### config.mk
export PLATFORM = sky130hd
export DESIGN_NAME = sicp_control_port
export DESIGN_NICKNAME = d
export VERILOG_FILES = /design/src/hw/sicp_pkg.sv /design/src/hw/sicp_pin_if.sv /design/src/hw/sicp_control_port.sv /design/src/hw/sicp_pin_sampler.sv
export SDC_FILE = /design/constraint.sdc
export NUM_CORES = 1
export LEC_CHECK = 0
export ABC_AREA = 1
export BUFFER_PORTS_ARGS = -buffer_cell sky130_fd_sc_hd__buf_2
export CAP_MARGIN = 5
export CORE_ASPECT_RATIO = 2
export CORE_UTILIZATION = 58
export DETAILED_ROUTE_END_ITERATION = 12
export PLACE_DENSITY = 0.76
export SETUP_SLACK_MARGIN = 0.4
export SYNTH_ARGS = -nofsm -noshare
export SYNTH_HDL_FRONTEND = slang
export SYNTH_HIERARCHICAL = 1
export SYNTH_SLANG_ARGS = --single-unit
### constraint.sdc
create_clock -name CORE_CLK_IN -period 4.9 [get_ports CORE_CLK_IN]
set_clock_uncertainty 0.15 [all_clocks]
set_input_delay 0.98 -clock CORE_CLK_IN [delete_from_list [all_inputs] [get_ports CORE_CLK_IN]]
set_output_delay 0.98 -clock CORE_CLK_IN [all_outputs]
set_load 0.02 [all_outputs]
### src/hw/sicp_pkg.sv
package sicp_pkg;

  // Fixed upper part of the seven-bit slave address
  localparam logic [4:0] ADDR_FIXED    = 5'h18;
  localparam int         BYTE_BITS     = 8;
  localparam logic [3:0] BYTE_DONE_CNT = 4'h8;

  // Field positions inside a received byte, MSB is index 7
  localparam int KIND_BIT      = 7;
  localparam int RW_BIT        = 0;
  localparam int CTL_RATIO_TOP = 5;
  localparam int CTL_PUMP_HI   = 4;
  localparam int CTL_PUMP_LO   = 3;
  localparam int CTL_REF_DIV   = 1;
  localparam int CTL_AMP_OFF   = 0;
  localparam int BND_TEST_HI   = 7;
  localparam int BND_TEST_LO   = 5;
  localparam int BND_SECOND    = 3;
  localparam int BND_FIRST     = 0;

  // Status byte layout, shifted out MSB first
  localparam int STS_POR  = 7;
  localparam int STS_LOCK = 6;
  localparam int STS_CMP3 = 5;
  localparam int STS_CMP2 = 4;
  localparam int STS_CMP1 = 3;
  localparam int STS_LVL  = 0;

  // Top converter code; anything above it is clamped
  localparam logic [2:0] LEVEL_MAX = 3'h4;

  // Test mode codes
  localparam logic [2:0] TM_REF    = 3'h4;
  localparam logic [2:0] TM_HALF   = 3'h5;
  localparam logic [2:0] TM_SINK   = 3'h6;
  localparam logic [2:0] TM_SOURCE = 3'h7;
  localparam logic [2:0] TM_PHASE  = 3'h1;

  // Values after reset
  localparam logic [15:0] RST_RATIO   = 16'h0000;
  localparam logic [1:0]  RST_PUMP    = 2'h0;
  localparam logic        RST_REF_DIV = 1'h0;
  localparam logic        RST_AMP_OFF = 1'h1;
  localparam logic [2:0]  RST_TEST    = 3'h0;
  localparam logic        RST_BAND    = 1'h0;
  localparam logic        RST_POR     = 1'h1;

  // Pin sampler vector positions
  localparam int         SYNC_W    = 12;
  localparam int         IX_SCL    = 0;
  localparam int         IX_SDA    = 1;
  localparam int         IX_ADDR   = 2;
  localparam int         IX_LOCK   = 4;
  localparam int         IX_CMP    = 5;
  localparam int         IX_LVL    = 8;
  localparam int         IX_SUPPLY = 11;
  localparam logic [11:0] SYNC_RST = 12'hFFF;

  typedef enum logic [2:0] {
    ST_IDLE, ST_ADDR, ST_ACK_ADDR, ST_WR_BYTE, ST_ACK_WR,
    ST_RD_BYTE, ST_RD_ACK
  } sicp_bus_t;

  typedef enum logic [1:0] {EXP_ANY, EXP_LO, EXP_BAND} sicp_exp_t;

endpackage

### src/hw/sicp_pin_if.sv
`timescale 1ns/1ps
interface sicp_pin_if;
  logic [11:0] raw;  // Asynchronous pin levels
  logic [11:0] lvl;  // Filtered levels in the core clock domain
  modport sampler (input raw, output lvl);
  modport core    (output raw, input lvl);
endinterface

### src/hw/sicp_control_port.sv
`timescale 1ns/1ps
// What this block does
// Address LSB zero selects write, one selects read.
// Answers one of four addresses; two low bits come from the select pins.
// Pulls data low in the ack slot after a matching address.
// Pulls data low in the ack slot after each written byte.
// First data bit zero means ratio byte, one means control.
// Applies data at end of second ratio, control and band bytes.
// Both ratio bytes apply together, never after the first alone.
// Keeps taking data bytes without new address until STOP.
// Aborted write keeps earlier settings, drops the partial byte.
// Ratio bits 14..8 from first byte, 7..0 second, 15 control.
// Control bits 4 and 5 choose one of four pump currents.
// Control bit 7 picks reference divide by 128 or 64.
// Control bit 8 zero enables tuning amp, one disables it.
// Band byte bits 1 to 3 select the test mode.
// Band bit 5 drives second band output, bit 8 the first.
// Read returns one status byte with flags, comparators, code.
// Power flag set at power-up or supply loss, cleared after read.
// Status bit 2 shows loop lock, one when locked.
// Status bits 3..5 carry comparator ports 3, 2, 1.
// Status bits 6..8 carry converter code, MSB first.
// Test code decodes to pump off, sink, source, monitors, phase.
// Converter code runs 000 to 100 with rising input voltage.
// Any active test mode forces the tuning amp control to normal.
// Don't-care bits ignored; status shifted out MSB first.
// Reset gives ratio zero, bands off, amp off, lowest pump.
module sicp_control_port (
  input  wire logic        CORE_CLK_IN,          // Core clock, 250 MHz
  input  wire logic        RST_N_IN,             // Sync reset, active low
  input  wire logic        SCL_IN,               // Bus clock pin
  input  wire logic        SDA_IN,               // Bus data pin level
  output logic             SDA_OUT,              // Data drive value
  output logic             SDA_OE_OUT,           // High: pull data low
  input  wire logic [1:0]  ADDR_SEL_IN,          // Address select pins
  input  wire logic        LOCK_FLAG_IN,         // Loop locked
  input  wire logic        COMPARATOR_IN_1_IN,   // Comparator port 1
  input  wire logic        COMPARATOR_IN_2_IN,   // Comparator port 2
  input  wire logic        COMPARATOR_IN_3_IN,   // Comparator port 3
  input  wire logic [2:0]  LEVEL_CODE_IN,        // Five-level code
  input  wire logic        SUPPLY_OK_IN,         // Supply at least 3 V
  output logic [15:0]      RATIO_OUT,            // Counter ratio
  output logic [1:0]       PUMP_CURRENT_OUT,     // Pump current code
  output logic             REF_DIVIDE_SELECT_OUT,// 0: /128, 1: /64
  output logic             TUNING_AMP_OFF_OUT,   // High: amp off
  output logic [2:0]       TEST_SEL_OUT,         // Raw test code
  output logic             PUMP_OFF_OUT,         // Test: pump off
  output logic             SINK_ONLY_OUT,        // Test: sink only
  output logic             SOURCE_ONLY_OUT,      // Test: source only
  output logic             REF_MONITOR_OUT,      // Test: reference out
  output logic             HALF_DIV_MONITOR_OUT, // Test: half counter
  output logic             PHASE_TEST_OUT,       // Test: phase compare
  output logic             BAND_OUT_FIRST_OUT,   // First band output
  output logic             BAND_OUT_SECOND_OUT   // Second band output
);

  typedef struct packed {
    sicp_pkg::sicp_bus_t st;
    sicp_pkg::sicp_exp_t exp_kind;
    logic                rw;
    logic [7:0]          shreg;
    logic [3:0]          bit_cnt;
    logic                sda_oe;
    logic                scl_d;
    logic                sda_d;
    logic [6:0]          ratio_hi;
    logic [15:0]         ratio;
    logic [1:0]          pump;
    logic                ref_div;
    logic                amp_off;
    logic                amp_eff;
    logic [2:0]          test;
    logic [5:0]          mode;
    logic                band_first;
    logic                band_second;
    logic                por;
  } sicp_core_t;

  sicp_core_t  q_ff;
  sicp_core_t  nxt_q;
  sicp_pin_if  pins ();
  logic        scl;
  logic        sda;
  logic        scl_rise;
  logic        scl_fall;
  logic        start_ev;
  logic        stop_ev;
  logic        byte_done;
  logic [2:0]  level;
  logic [7:0]  status;

  // Address match against the fixed part and the select pins
  function automatic logic addr_match(input logic [7:0] b,
                                      input logic [1:0] sel);
    addr_match = (b[7:1] == {sicp_pkg::ADDR_FIXED, sel});
  endfunction

  // Test code to one-hot mode flags; 000 gives all zero
  function automatic logic [5:0] test_decode(input logic [2:0] t);
    test_decode[0] = (t[2:1] == 2'h1);
    test_decode[1] = (t == sicp_pkg::TM_SINK);
    test_decode[2] = (t == sicp_pkg::TM_SOURCE);
    test_decode[3] = (t == sicp_pkg::TM_REF);
    test_decode[4] = (t == sicp_pkg::TM_HALF);
    test_decode[5] = (t == sicp_pkg::TM_PHASE);
  endfunction

  // All pins pass the three-stage sampler before use
  assign pins.raw = {SUPPLY_OK_IN, LEVEL_CODE_IN, COMPARATOR_IN_3_IN,
                     COMPARATOR_IN_2_IN, COMPARATOR_IN_1_IN,
                     LOCK_FLAG_IN, ADDR_SEL_IN, SDA_IN, SCL_IN};

  sicp_pin_sampler u_sampler (
    .clk_in   (CORE_CLK_IN),
    .rst_n_in (RST_N_IN),
    .pins     (pins.sampler)
  );

  // Bus events from filtered levels
  assign scl       = pins.lvl[sicp_pkg::IX_SCL];
  assign sda       = pins.lvl[sicp_pkg::IX_SDA];
  assign scl_rise  = scl & ~q_ff.scl_d;
  assign scl_fall  = ~scl & q_ff.scl_d;
  assign start_ev  = scl & q_ff.scl_d & q_ff.sda_d & ~sda;
  assign stop_ev   = scl & q_ff.scl_d & ~q_ff.sda_d & sda;
  assign byte_done = scl_fall & (q_ff.bit_cnt == sicp_pkg::BYTE_DONE_CNT);

  // Out-of-range converter codes are clamped to the top band
  assign level = (pins.lvl[sicp_pkg::IX_LVL +: 3] > sicp_pkg::LEVEL_MAX)
               ? sicp_pkg::LEVEL_MAX
               : pins.lvl[sicp_pkg::IX_LVL +: 3];

  // Status byte assembled live, captured when a read byte is loaded
  assign status = {q_ff.por,
                   pins.lvl[sicp_pkg::IX_LOCK],
                   pins.lvl[sicp_pkg::IX_CMP + 2],
                   pins.lvl[sicp_pkg::IX_CMP + 1],
                   pins.lvl[sicp_pkg::IX_CMP],
                   level};

  // Bus state machine and settings; STOP or START abandons any byte
  always_comb
  begin
    nxt_q       = q_ff;
    nxt_q.scl_d = scl;
    nxt_q.sda_d = sda;
    if (stop_ev)
    begin
      nxt_q.st     = sicp_pkg::ST_IDLE;
      nxt_q.sda_oe = 1'b0;
      nxt_q.exp_kind = sicp_pkg::EXP_ANY;
    end
    else if (start_ev)
    begin
      nxt_q.st      = sicp_pkg::ST_ADDR;
      nxt_q.bit_cnt = 4'h0;
      nxt_q.sda_oe  = 1'b0;
      nxt_q.exp_kind = sicp_pkg::EXP_ANY;
    end
    else
    begin
      unique case (q_ff.st)
        sicp_pkg::ST_IDLE:
          nxt_q.st = sicp_pkg::ST_IDLE;
        sicp_pkg::ST_ADDR, sicp_pkg::ST_WR_BYTE:
        begin
          if (scl_rise && q_ff.bit_cnt < sicp_pkg::BYTE_DONE_CNT)
          begin
            nxt_q.shreg   = {q_ff.shreg[6:0], sda};
            nxt_q.bit_cnt = q_ff.bit_cnt + 4'h1;
          end
          if (byte_done && q_ff.st == sicp_pkg::ST_ADDR)
          begin
            if (addr_match(q_ff.shreg, pins.lvl[sicp_pkg::IX_ADDR +: 2]))
            begin
              nxt_q.st     = sicp_pkg::ST_ACK_ADDR;
              nxt_q.sda_oe = 1'b1;
              nxt_q.rw     = q_ff.shreg[sicp_pkg::RW_BIT];
            end
            else
              nxt_q.st = sicp_pkg::ST_IDLE;
          end
          else if (byte_done)
          begin
            nxt_q.st     = sicp_pkg::ST_ACK_WR;
            nxt_q.sda_oe = 1'b1;
            unique case (q_ff.exp_kind)
              sicp_pkg::EXP_LO:
              begin
                // Second ratio byte commits the pair
                nxt_q.ratio[14:0] = {q_ff.ratio_hi, q_ff.shreg};
                nxt_q.exp_kind    = sicp_pkg::EXP_ANY;
              end
              sicp_pkg::EXP_BAND:
              begin
                nxt_q.test = q_ff.shreg[sicp_pkg::BND_TEST_HI:
                                        sicp_pkg::BND_TEST_LO];
                nxt_q.band_second = q_ff.shreg[sicp_pkg::BND_SECOND];
                nxt_q.band_first  = q_ff.shreg[sicp_pkg::BND_FIRST];
                nxt_q.exp_kind    = sicp_pkg::EXP_ANY;
              end
              default:
              begin
                if (!q_ff.shreg[sicp_pkg::KIND_BIT])
                begin
                  // First ratio byte only waits in a shadow
                  nxt_q.ratio_hi = q_ff.shreg[6:0];
                  nxt_q.exp_kind = sicp_pkg::EXP_LO;
                end
                else
                begin
                  nxt_q.ratio[15] =
                    q_ff.shreg[sicp_pkg::CTL_RATIO_TOP];
                  nxt_q.pump = q_ff.shreg[sicp_pkg::CTL_PUMP_HI:
                                          sicp_pkg::CTL_PUMP_LO];
                  nxt_q.ref_div =
                    q_ff.shreg[sicp_pkg::CTL_REF_DIV];
                  nxt_q.amp_off =
                    q_ff.shreg[sicp_pkg::CTL_AMP_OFF];
                  nxt_q.exp_kind = sicp_pkg::EXP_BAND;
                end
              end
            endcase
          end
        end
        sicp_pkg::ST_ACK_ADDR:
          if (scl_fall)
          begin
            nxt_q.bit_cnt = 4'h0;
            nxt_q.sda_oe  = 1'b0;
            nxt_q.st      = sicp_pkg::ST_WR_BYTE;
            if (q_ff.rw)
            begin
              nxt_q.st      = sicp_pkg::ST_RD_BYTE;
              nxt_q.shreg   = status;
              nxt_q.sda_oe  = ~status[7];
              nxt_q.bit_cnt = 4'h1;
            end
          end
        sicp_pkg::ST_ACK_WR:
          if (scl_fall)
          begin
            nxt_q.sda_oe  = 1'b0;
            nxt_q.bit_cnt = 4'h0;
            nxt_q.st      = sicp_pkg::ST_WR_BYTE;
          end
        sicp_pkg::ST_RD_BYTE:
          if (scl_fall && q_ff.bit_cnt < sicp_pkg::BYTE_DONE_CNT)
          begin
            nxt_q.shreg   = {q_ff.shreg[6:0], 1'b0};
            nxt_q.sda_oe  = ~q_ff.shreg[6];
            nxt_q.bit_cnt = q_ff.bit_cnt + 4'h1;
          end
          else if (scl_fall)
          begin
            nxt_q.sda_oe = 1'b0;
            nxt_q.st     = sicp_pkg::ST_RD_ACK;
            if (pins.lvl[sicp_pkg::IX_SUPPLY])
              nxt_q.por = 1'b0;
          end
        sicp_pkg::ST_RD_ACK:
          if (scl_rise && sda)
            nxt_q.st = sicp_pkg::ST_IDLE;
          else if (scl_fall)
          begin
            // Master acked: send the status byte again
            nxt_q.st      = sicp_pkg::ST_RD_BYTE;
            nxt_q.shreg   = status;
            nxt_q.sda_oe  = ~status[7];
            nxt_q.bit_cnt = 4'h1;
          end
        default:
          nxt_q.st = sicp_pkg::ST_IDLE;
      endcase
    end
    // Supply loss sets the flag and wins over a clear
    if (!pins.lvl[sicp_pkg::IX_SUPPLY])
      nxt_q.por = 1'b1;
    nxt_q.mode    = test_decode(nxt_q.test);
    nxt_q.amp_eff = nxt_q.amp_off & ~(|nxt_q.mode);
  end

  // Settings start from their documented power-up values
  always_ff @(posedge CORE_CLK_IN)
  begin
    if (!RST_N_IN)
      q_ff <= '{st: sicp_pkg::ST_IDLE, exp_kind: sicp_pkg::EXP_ANY,
                rw: 1'b0, shreg: 8'h00, bit_cnt: 4'h0, sda_oe: 1'b0,
                scl_d: 1'b1, sda_d: 1'b1, ratio_hi: 7'h00,
                ratio: sicp_pkg::RST_RATIO, pump: sicp_pkg::RST_PUMP,
                ref_div: sicp_pkg::RST_REF_DIV,
                amp_off: sicp_pkg::RST_AMP_OFF,
                amp_eff: sicp_pkg::RST_AMP_OFF,
                test: sicp_pkg::RST_TEST, mode: 6'h00,
                band_first: sicp_pkg::RST_BAND,
                band_second: sicp_pkg::RST_BAND,
                por: sicp_pkg::RST_POR};
    else
      q_ff <= nxt_q;
  end

  // Outputs straight from the state register; SDA_OUT is tied low
  assign SDA_OUT               = 1'b0;
  assign SDA_OE_OUT            = q_ff.sda_oe;
  assign RATIO_OUT             = q_ff.ratio;
  assign PUMP_CURRENT_OUT      = q_ff.pump;
  assign REF_DIVIDE_SELECT_OUT = q_ff.ref_div;
  assign TUNING_AMP_OFF_OUT    = q_ff.amp_eff;
  assign TEST_SEL_OUT          = q_ff.test;
  assign PUMP_OFF_OUT          = q_ff.mode[0];
  assign SINK_ONLY_OUT         = q_ff.mode[1];
  assign SOURCE_ONLY_OUT       = q_ff.mode[2];
  assign REF_MONITOR_OUT       = q_ff.mode[3];
  assign HALF_DIV_MONITOR_OUT  = q_ff.mode[4];
  assign PHASE_TEST_OUT        = q_ff.mode[5];
  assign BAND_OUT_FIRST_OUT    = q_ff.band_first;
  assign BAND_OUT_SECOND_OUT   = q_ff.band_second;

  // Checks on the bus sequencing and the settings
  a_read_select: assert property (@(posedge CORE_CLK_IN)
    disable iff (!RST_N_IN)
    $rose(q_ff.st == sicp_pkg::ST_RD_BYTE) && $past(q_ff.st) ==
      sicp_pkg::ST_ACK_ADDR |-> q_ff.rw)
    else $error("read byte started on a write address");
  a_addr_ack: assert property (@(posedge CORE_CLK_IN)
    disable iff (!RST_N_IN)
    $rose(q_ff.st == sicp_pkg::ST_ACK_ADDR) |->
      q_ff.sda_oe && addr_match($past(q_ff.shreg),
                                $past(pins.lvl[3:2])))
    else $error("address ack without match or drive");
  a_write_ack: assert property (@(posedge CORE_CLK_IN)
    disable iff (!RST_N_IN)
    $rose(q_ff.st == sicp_pkg::ST_ACK_WR) |-> q_ff.sda_oe [*1] ##1
      (q_ff.sda_oe || q_ff.st != sicp_pkg::ST_ACK_WR))
    else $error("write byte not acknowledged");
  a_pair_update: assert property (@(posedge CORE_CLK_IN)
    disable iff (!RST_N_IN)
    $changed(q_ff.ratio[14:0]) |-> $past(q_ff.exp_kind) ==
      sicp_pkg::EXP_LO)
    else $error("ratio changed outside a byte pair");
  a_abort_hold: assert property (@(posedge CORE_CLK_IN)
    disable iff (!RST_N_IN)
    (start_ev || stop_ev) |=> $stable(q_ff.ratio) &&
      $stable(q_ff.band_first) && $stable(q_ff.test))
    else $error("settings changed on bus abort");
  a_band_latch: assert property (@(posedge CORE_CLK_IN)
    disable iff (!RST_N_IN)
    $changed(q_ff.band_first) || $changed(q_ff.band_second) |->
      $past(q_ff.exp_kind) == sicp_pkg::EXP_BAND &&
      q_ff.st == sicp_pkg::ST_ACK_WR)
    else $error("band output changed outside band byte");
  a_por_clear: assert property (@(posedge CORE_CLK_IN)
    disable iff (!RST_N_IN)
    $fell(q_ff.por) |-> $past(q_ff.st) == sicp_pkg::ST_RD_BYTE &&
      q_ff.st == sicp_pkg::ST_RD_ACK)
    else $error("power flag cleared without a read");
  a_amp_forced: assert property (@(posedge CORE_CLK_IN)
    disable iff (!RST_N_IN)
    (q_ff.test != 3'h0) |-> !TUNING_AMP_OFF_OUT && (|q_ff.mode))
    else $error("tuning amp off during test mode");

endmodule // sicp_control_port

### src/hw/sicp_pin_sampler.sv
`timescale 1ns/1ps
module sicp_pin_sampler (
  input  wire logic      clk_in,   // Core clock
  input  wire logic      rst_n_in, // Synchronous reset, active low
  sicp_pin_if.sampler    pins      // Raw pins in, filtered levels out
);

  typedef struct packed {
    logic [11:0] s1;
    logic [11:0] s2;
    logic [11:0] s3;
    logic [11:0] lvl;
  } sicp_sync_t;

  sicp_sync_t q_ff;
  sicp_sync_t nxt_q;

  // Level moves only when stages two and three agree; s1 feeds s2 only
  always_comb
  begin
    nxt_q     = q_ff;
    nxt_q.s1  = pins.raw;
    nxt_q.s2  = q_ff.s1;
    nxt_q.s3  = q_ff.s2;
    nxt_q.lvl = (~(q_ff.s2 ^ q_ff.s3) & q_ff.s3)
              | ((q_ff.s2 ^ q_ff.s3) & q_ff.lvl);
  end

  // Idle-high reset keeps a false START from appearing on release
  always_ff @(posedge clk_in)
  begin
    if (!rst_n_in)
      q_ff <= '{s1: sicp_pkg::SYNC_RST, s2: sicp_pkg::SYNC_RST,
                s3: sicp_pkg::SYNC_RST, lvl: sicp_pkg::SYNC_RST};
    else
      q_ff <= nxt_q;
  end

  assign pins.lvl = q_ff.lvl;

endmodule // sicp_pin_sampler

==> flow_results.xml <==
<?xml version="1.0" encoding="UTF-8"?>
<metrics>
  <group name="run_status">
    <metric name="run_status" unit="">finished clean</metric>
  </group>
  <group name="critical_path">
    <metric name="timing.critical_path.fanout_max" unit="">16</metric>
    <metric name="cells_along_the_critical_path" unit="">inv_2 &gt; nor2_1 &gt; nand3_1 &gt; nand2_1 &gt; nor2_4 &gt; nand3_4 &gt; nand2_1 &gt; nand2_1 &gt; nor2_1</metric>
    <metric name="slowest_delay" unit="ns">0.62</metric>
    <metric name="critPathMostFrequentCell" unit="">sky130_fd_sc_hd__nand2_1</metric>
    <metric name="kind_of_end_point_of_the_critical_path" unit="">register</metric>
    <metric name="worstReg2RegStart" unit="">q_ff[59]</metric>
    <metric name="worst-r2r-cell-count" unit="">9</metric>
    <metric name="timing.critical_path.max_delay_family" unit="">simple AND/OR/NAND/NOR gates</metric>
    <metric name="worst_setup_path_start_kind" unit="">register</metric>
    <metric name="data_arrival_time_of_the_critical_path" unit="ns">2.46</metric>
    <metric name="critical_path_cell_count" unit="">9</metric>
    <metric name="critPathBufInv" unit="">1</metric>
    <metric name="r2r_setup_slack" unit="ns">2.53</metric>
    <metric name="timing.critical_path.required" unit="ns">5.00</metric>
    <metric name="cp_slowest_cell" unit="">sky130_fd_sc_hd__dfxtp_1</metric>
    <metric name="setup.worst_path.class" unit="">register to register</metric>
    <metric name="worst_flop_to_flop_path_endpoint" unit="">q_ff[47]</metric>
  </group>
  <group name="clock_tree">
    <metric name="cts_made_buffers" unit="">9</metric>
    <metric name="clkSlewWorstSetupHoldPaths" unit="ns">0.08</metric>
    <metric name="cts_max_path_buffers" unit="">2</metric>
    <metric name="cts.repair_timing.setup_buffer_count" unit="">0</metric>
    <metric name="clockRootBuffer" unit="">sky130_fd_sc_hd__clkbuf_16</metric>
    <metric name="clock_sinks" unit="">109</metric>
    <metric name="cts_max_level" unit="">3</metric>
    <metric name="insertion_delay" unit="ns">0.35</metric>
    <metric name="cts_tree" unit="">yes</metric>
    <metric name="holdBufCountCts" unit="">0</metric>
    <metric name="cts-resized-gates" unit="">0</metric>
  </group>
  <group name="sta">
    <metric name="rsz_0062_raised_after_global_routing" unit="">false</metric>
    <metric name="worst_slew_pin_slew" unit="ns">0.764</metric>
    <metric name="slew-limit-headroom" unit="">0.489</metric>
    <metric name="timing.final.setup_violations" unit="">0</metric>
    <metric name="finalWorstPathRequiredPeriod" unit="ns">2.37</metric>
    <metric name="clock.fmax" unit="MHz">422</metric>
    <metric name="ratio_of_final_minimum_period_to_clock_period" unit="">0.483</metric>
    <metric name="finalSetupTns" unit="ns">0</metric>
    <metric name="hold_violations" unit="">0</metric>
    <metric name="setup_ws" unit="ns">2.53</metric>
    <metric name="slew_violations" unit="">0</metric>
  </group>
  <group name="placement">
    <metric name="place_hpwl" unit="um">6990</metric>
    <metric name="gp_congestion" unit="">0.927</metric>
    <metric name="place_ws" unit="ns">2.40</metric>
    <metric name="placedCellCount" unit="">760</metric>
    <metric name="io_buffer_count" unit="">45</metric>
    <metric name="dpl-instance-area" unit="um^2">4800</metric>
  </group>
  <group name="hold_path">
    <metric name="whs_endpoint" unit="">u_sampler/nxt_q[16]</metric>
    <metric name="min_path_cells" unit="">2</metric>
    <metric name="hp-start" unit="">u_sampler/nxt_q[28]</metric>
    <metric name="min_path_type" unit="">register to register</metric>
  </group>
  <group name="pwr">
    <metric name="ir_worst_vdd" unit="mV">0.319</metric>
    <metric name="p_per_area" unit="nW/um^2">425</metric>
    <metric name="cellLeakagePower" unit="uW">0.00259</metric>
    <metric name="totalPowerFinal" unit="uW">2170</metric>
  </group>
  <group name="logic_synthesis">
    <metric name="ys.flop_type" unit="">sky130_fd_sc_hd__dfxtp_1</metric>
    <metric name="synth_top_cell_area_share" unit="">0.452</metric>
    <metric name="post_synth_main_area_contributors" unit="">sky130_fd_sc_hd__dfxtp_1, sky130_fd_sc_hd__nand2_1, sky130_fd_sc_hd__inv_1</metric>
    <metric name="synthesis.nets" unit="">691</metric>
    <metric name="synth_top_cells_by_count" unit="">sky130_fd_sc_hd__nand2_1, sky130_fd_sc_hd__dfxtp_1, sky130_fd_sc_hd__inv_1</metric>
    <metric name="post-synth-top-count-cell" unit="">sky130_fd_sc_hd__nand2_1</metric>
    <metric name="synth_cells" unit="">673</metric>
    <metric name="number_of_synthesized_flops_with_an_enable_pin" unit="">0</metric>
    <metric name="netlist.top_cell.by_area" unit="">sky130_fd_sc_hd__dfxtp_1</metric>
    <metric name="postSynth.asyncResetShare" unit="">0</metric>
    <metric name="synth_seq_cells" unit="">109</metric>
    <metric name="synthesized_area_per_cell" unit="um^2">7.18</metric>
    <metric name="synth_sequential_area_ratio" unit="">0.452</metric>
    <metric name="synth_cell_type_count" unit="">32</metric>
    <metric name="synthesis.area" unit="um^2">4830</metric>
    <metric name="yosysWarnings" unit="">6</metric>
  </group>
  <group name="final_layout">
    <metric name="insertedDiodeCount" unit="">0</metric>
    <metric name="area_growth_syn_to_layout" unit="%">5.83</metric>
    <metric name="layout.cell_area.non_filler" unit="um^2">5110</metric>
    <metric name="fill_cells" unit="">743</metric>
    <metric name="drive_above_1_share" unit="">0.138</metric>
    <metric name="stdcell_count" unit="">776</metric>
    <metric name="nets" unit="">693</metric>
  </group>
  <group name="run">
    <metric name="maxCapViolCount" unit="">0</metric>
  </group>
  <group name="floorplanning">
    <metric name="io_pins" unit="">47</metric>
    <metric name="die-area" unit="um^2">8720</metric>
    <metric name="die_width" unit="um">66.5</metric>
    <metric name="row_count" unit="">46</metric>
    <metric name="starting_utilization_of_the_core_area" unit="">0.604</metric>
    <metric name="core_region_area" unit="um^2">8000</metric>
    <metric name="die_y" unit="um">131</metric>
  </group>
  <group name="drt">
    <metric name="number_of_design_rule_violations_left_by_the_first_detailed_router_iteration" unit="">224</metric>
    <metric name="routed_wl" unit="um">9480</metric>
    <metric name="firstDrtPassIters" unit="">4</metric>
    <metric name="post_drt_via_cell_ratio" unit="">4.98</metric>
    <metric name="drt.antenna.violating_nets" unit="">0</metric>
    <metric name="detail_route.wl_per_cell" unit="um">12.2</metric>
    <metric name="route.detailed.drc" unit="">0</metric>
    <metric name="num_vias" unit="">3868</metric>
  </group>
  <group name="global_route">
    <metric name="grt_max_degree" unit="">48</metric>
    <metric name="gr-usage-all-layers" unit="">0.241</metric>
    <metric name="grt_antenna_before_repair" unit="">0</metric>
    <metric name="grt_overflow" unit="">0</metric>
    <metric name="vias_in_the_first_global_route" unit="">3578</metric>
    <metric name="wire_length_of_the_first_global_routing_pass" unit="um">15800</metric>
  </group>
</metrics>
metal layers:
metal | GRT usage | routed length (um)
met1 | 0.234 | 3690
met2 | 0.454 | 5170
met3 | 0.0502 | 264
met4 | 0.136 | 357
met5 | 0 | 0
through the flow:
step	utilization	hold slack, ns
finish	0.639	0.244
detailed placement	0.600	0.238
global placement	0.600	0.233
floorplan	-	0.230
CTS	0.639	0.250
global route	0.639	0.265
how the worst max path moves through the flow:
stage               startpoint        to  slack (ns)
global route          q_ff[59]  q_ff[48]        2.32
CTS                   q_ff[59]  q_ff[47]        2.54
global placement      RST_N_IN  q_ff[57]        2.47
detailed placement    RST_N_IN  q_ff[56]        2.40
floorplan             RST_N_IN  q_ff[37]        3.00
finish                q_ff[59]  q_ff[47]        2.53
cells by family after synthesis:
group | Yosys count | share of synthesized area
XOR/XNOR | 1 | 0.00181
flip-flops | 109 | 0.452
AND/OR/NAND/NOR | 332 | 0.303
AO/OA/AOI/OAI | 63 | 0.0684
buffers and inverters | 163 | 0.164
other | 1 | 0.000776
adder cells (fa/ha/maj) | 4 | 0.0104
worst reg2reg max path: cells and delay by family, from the launching register on:
family                 cells  cell delay [ns]
buffers and inverters      1             0.13
DFF                        1             0.62
and+or+nand+nor            8             1.37
power by group:
group | switching (uW) | internal [uW]
combinational | 294 | 129
clock | 347 | 410
sequential | 60.5 | 931
cells in the final DEF, fill, tap and decap left out, types with 3 or more instances in the layout:
cell type | synthesis | final
sky130_fd_sc_hd__inv_8 | 0 | 3
sky130_fd_sc_hd__nor2_1 | 92 | 92
sky130_fd_sc_hd__a21oi_1 | 34 | 34
sky130_fd_sc_hd__nand3_1 | 27 | 27
sky130_fd_sc_hd__o21ai_0 | 19 | 19
sky130_fd_sc_hd__nand2_1 | 170 | 170
sky130_fd_sc_hd__buf_2 | 3 | 45
sky130_fd_sc_hd__nor2_2 | 4 | 4
sky130_fd_sc_hd__inv_1 | 98 | 98
sky130_fd_sc_hd__dfxtp_1 | 109 | 109
sky130_fd_sc_hd__nor3_1 | 3 | 3
sky130_fd_sc_hd__ha_1 | 4 | 4
sky130_fd_sc_hd__o21ai_1 | 4 | 4
sky130_fd_sc_hd__clkbuf_16 | 0 | 9
sky130_fd_sc_hd__nor2_4 | 6 | 6
sky130_fd_sc_hd__nand4_1 | 20 | 20
sky130_fd_sc_hd__inv_2 | 9 | 9
cell type report:
| type | count | area [um^2] | share of cell area |
|---|---|---|---|
| Clock buffer | 9 | 225 | 0.0441 |
| Clock inverter | 7 | 86.3 | 0.0169 |
| Inverter | 108 | 408 | 0.0798 |
| Multi-Input combinational cell | 401 | 1860 | 0.363 |
| Sequential cell | 109 | 2180 | 0.427 |
| Tap cell | 96 | 120 | 0.0235 |
| Timing Repair Buffer | 46 | 233 | 0.0455 |
Power figures use the tool's default switching activity.
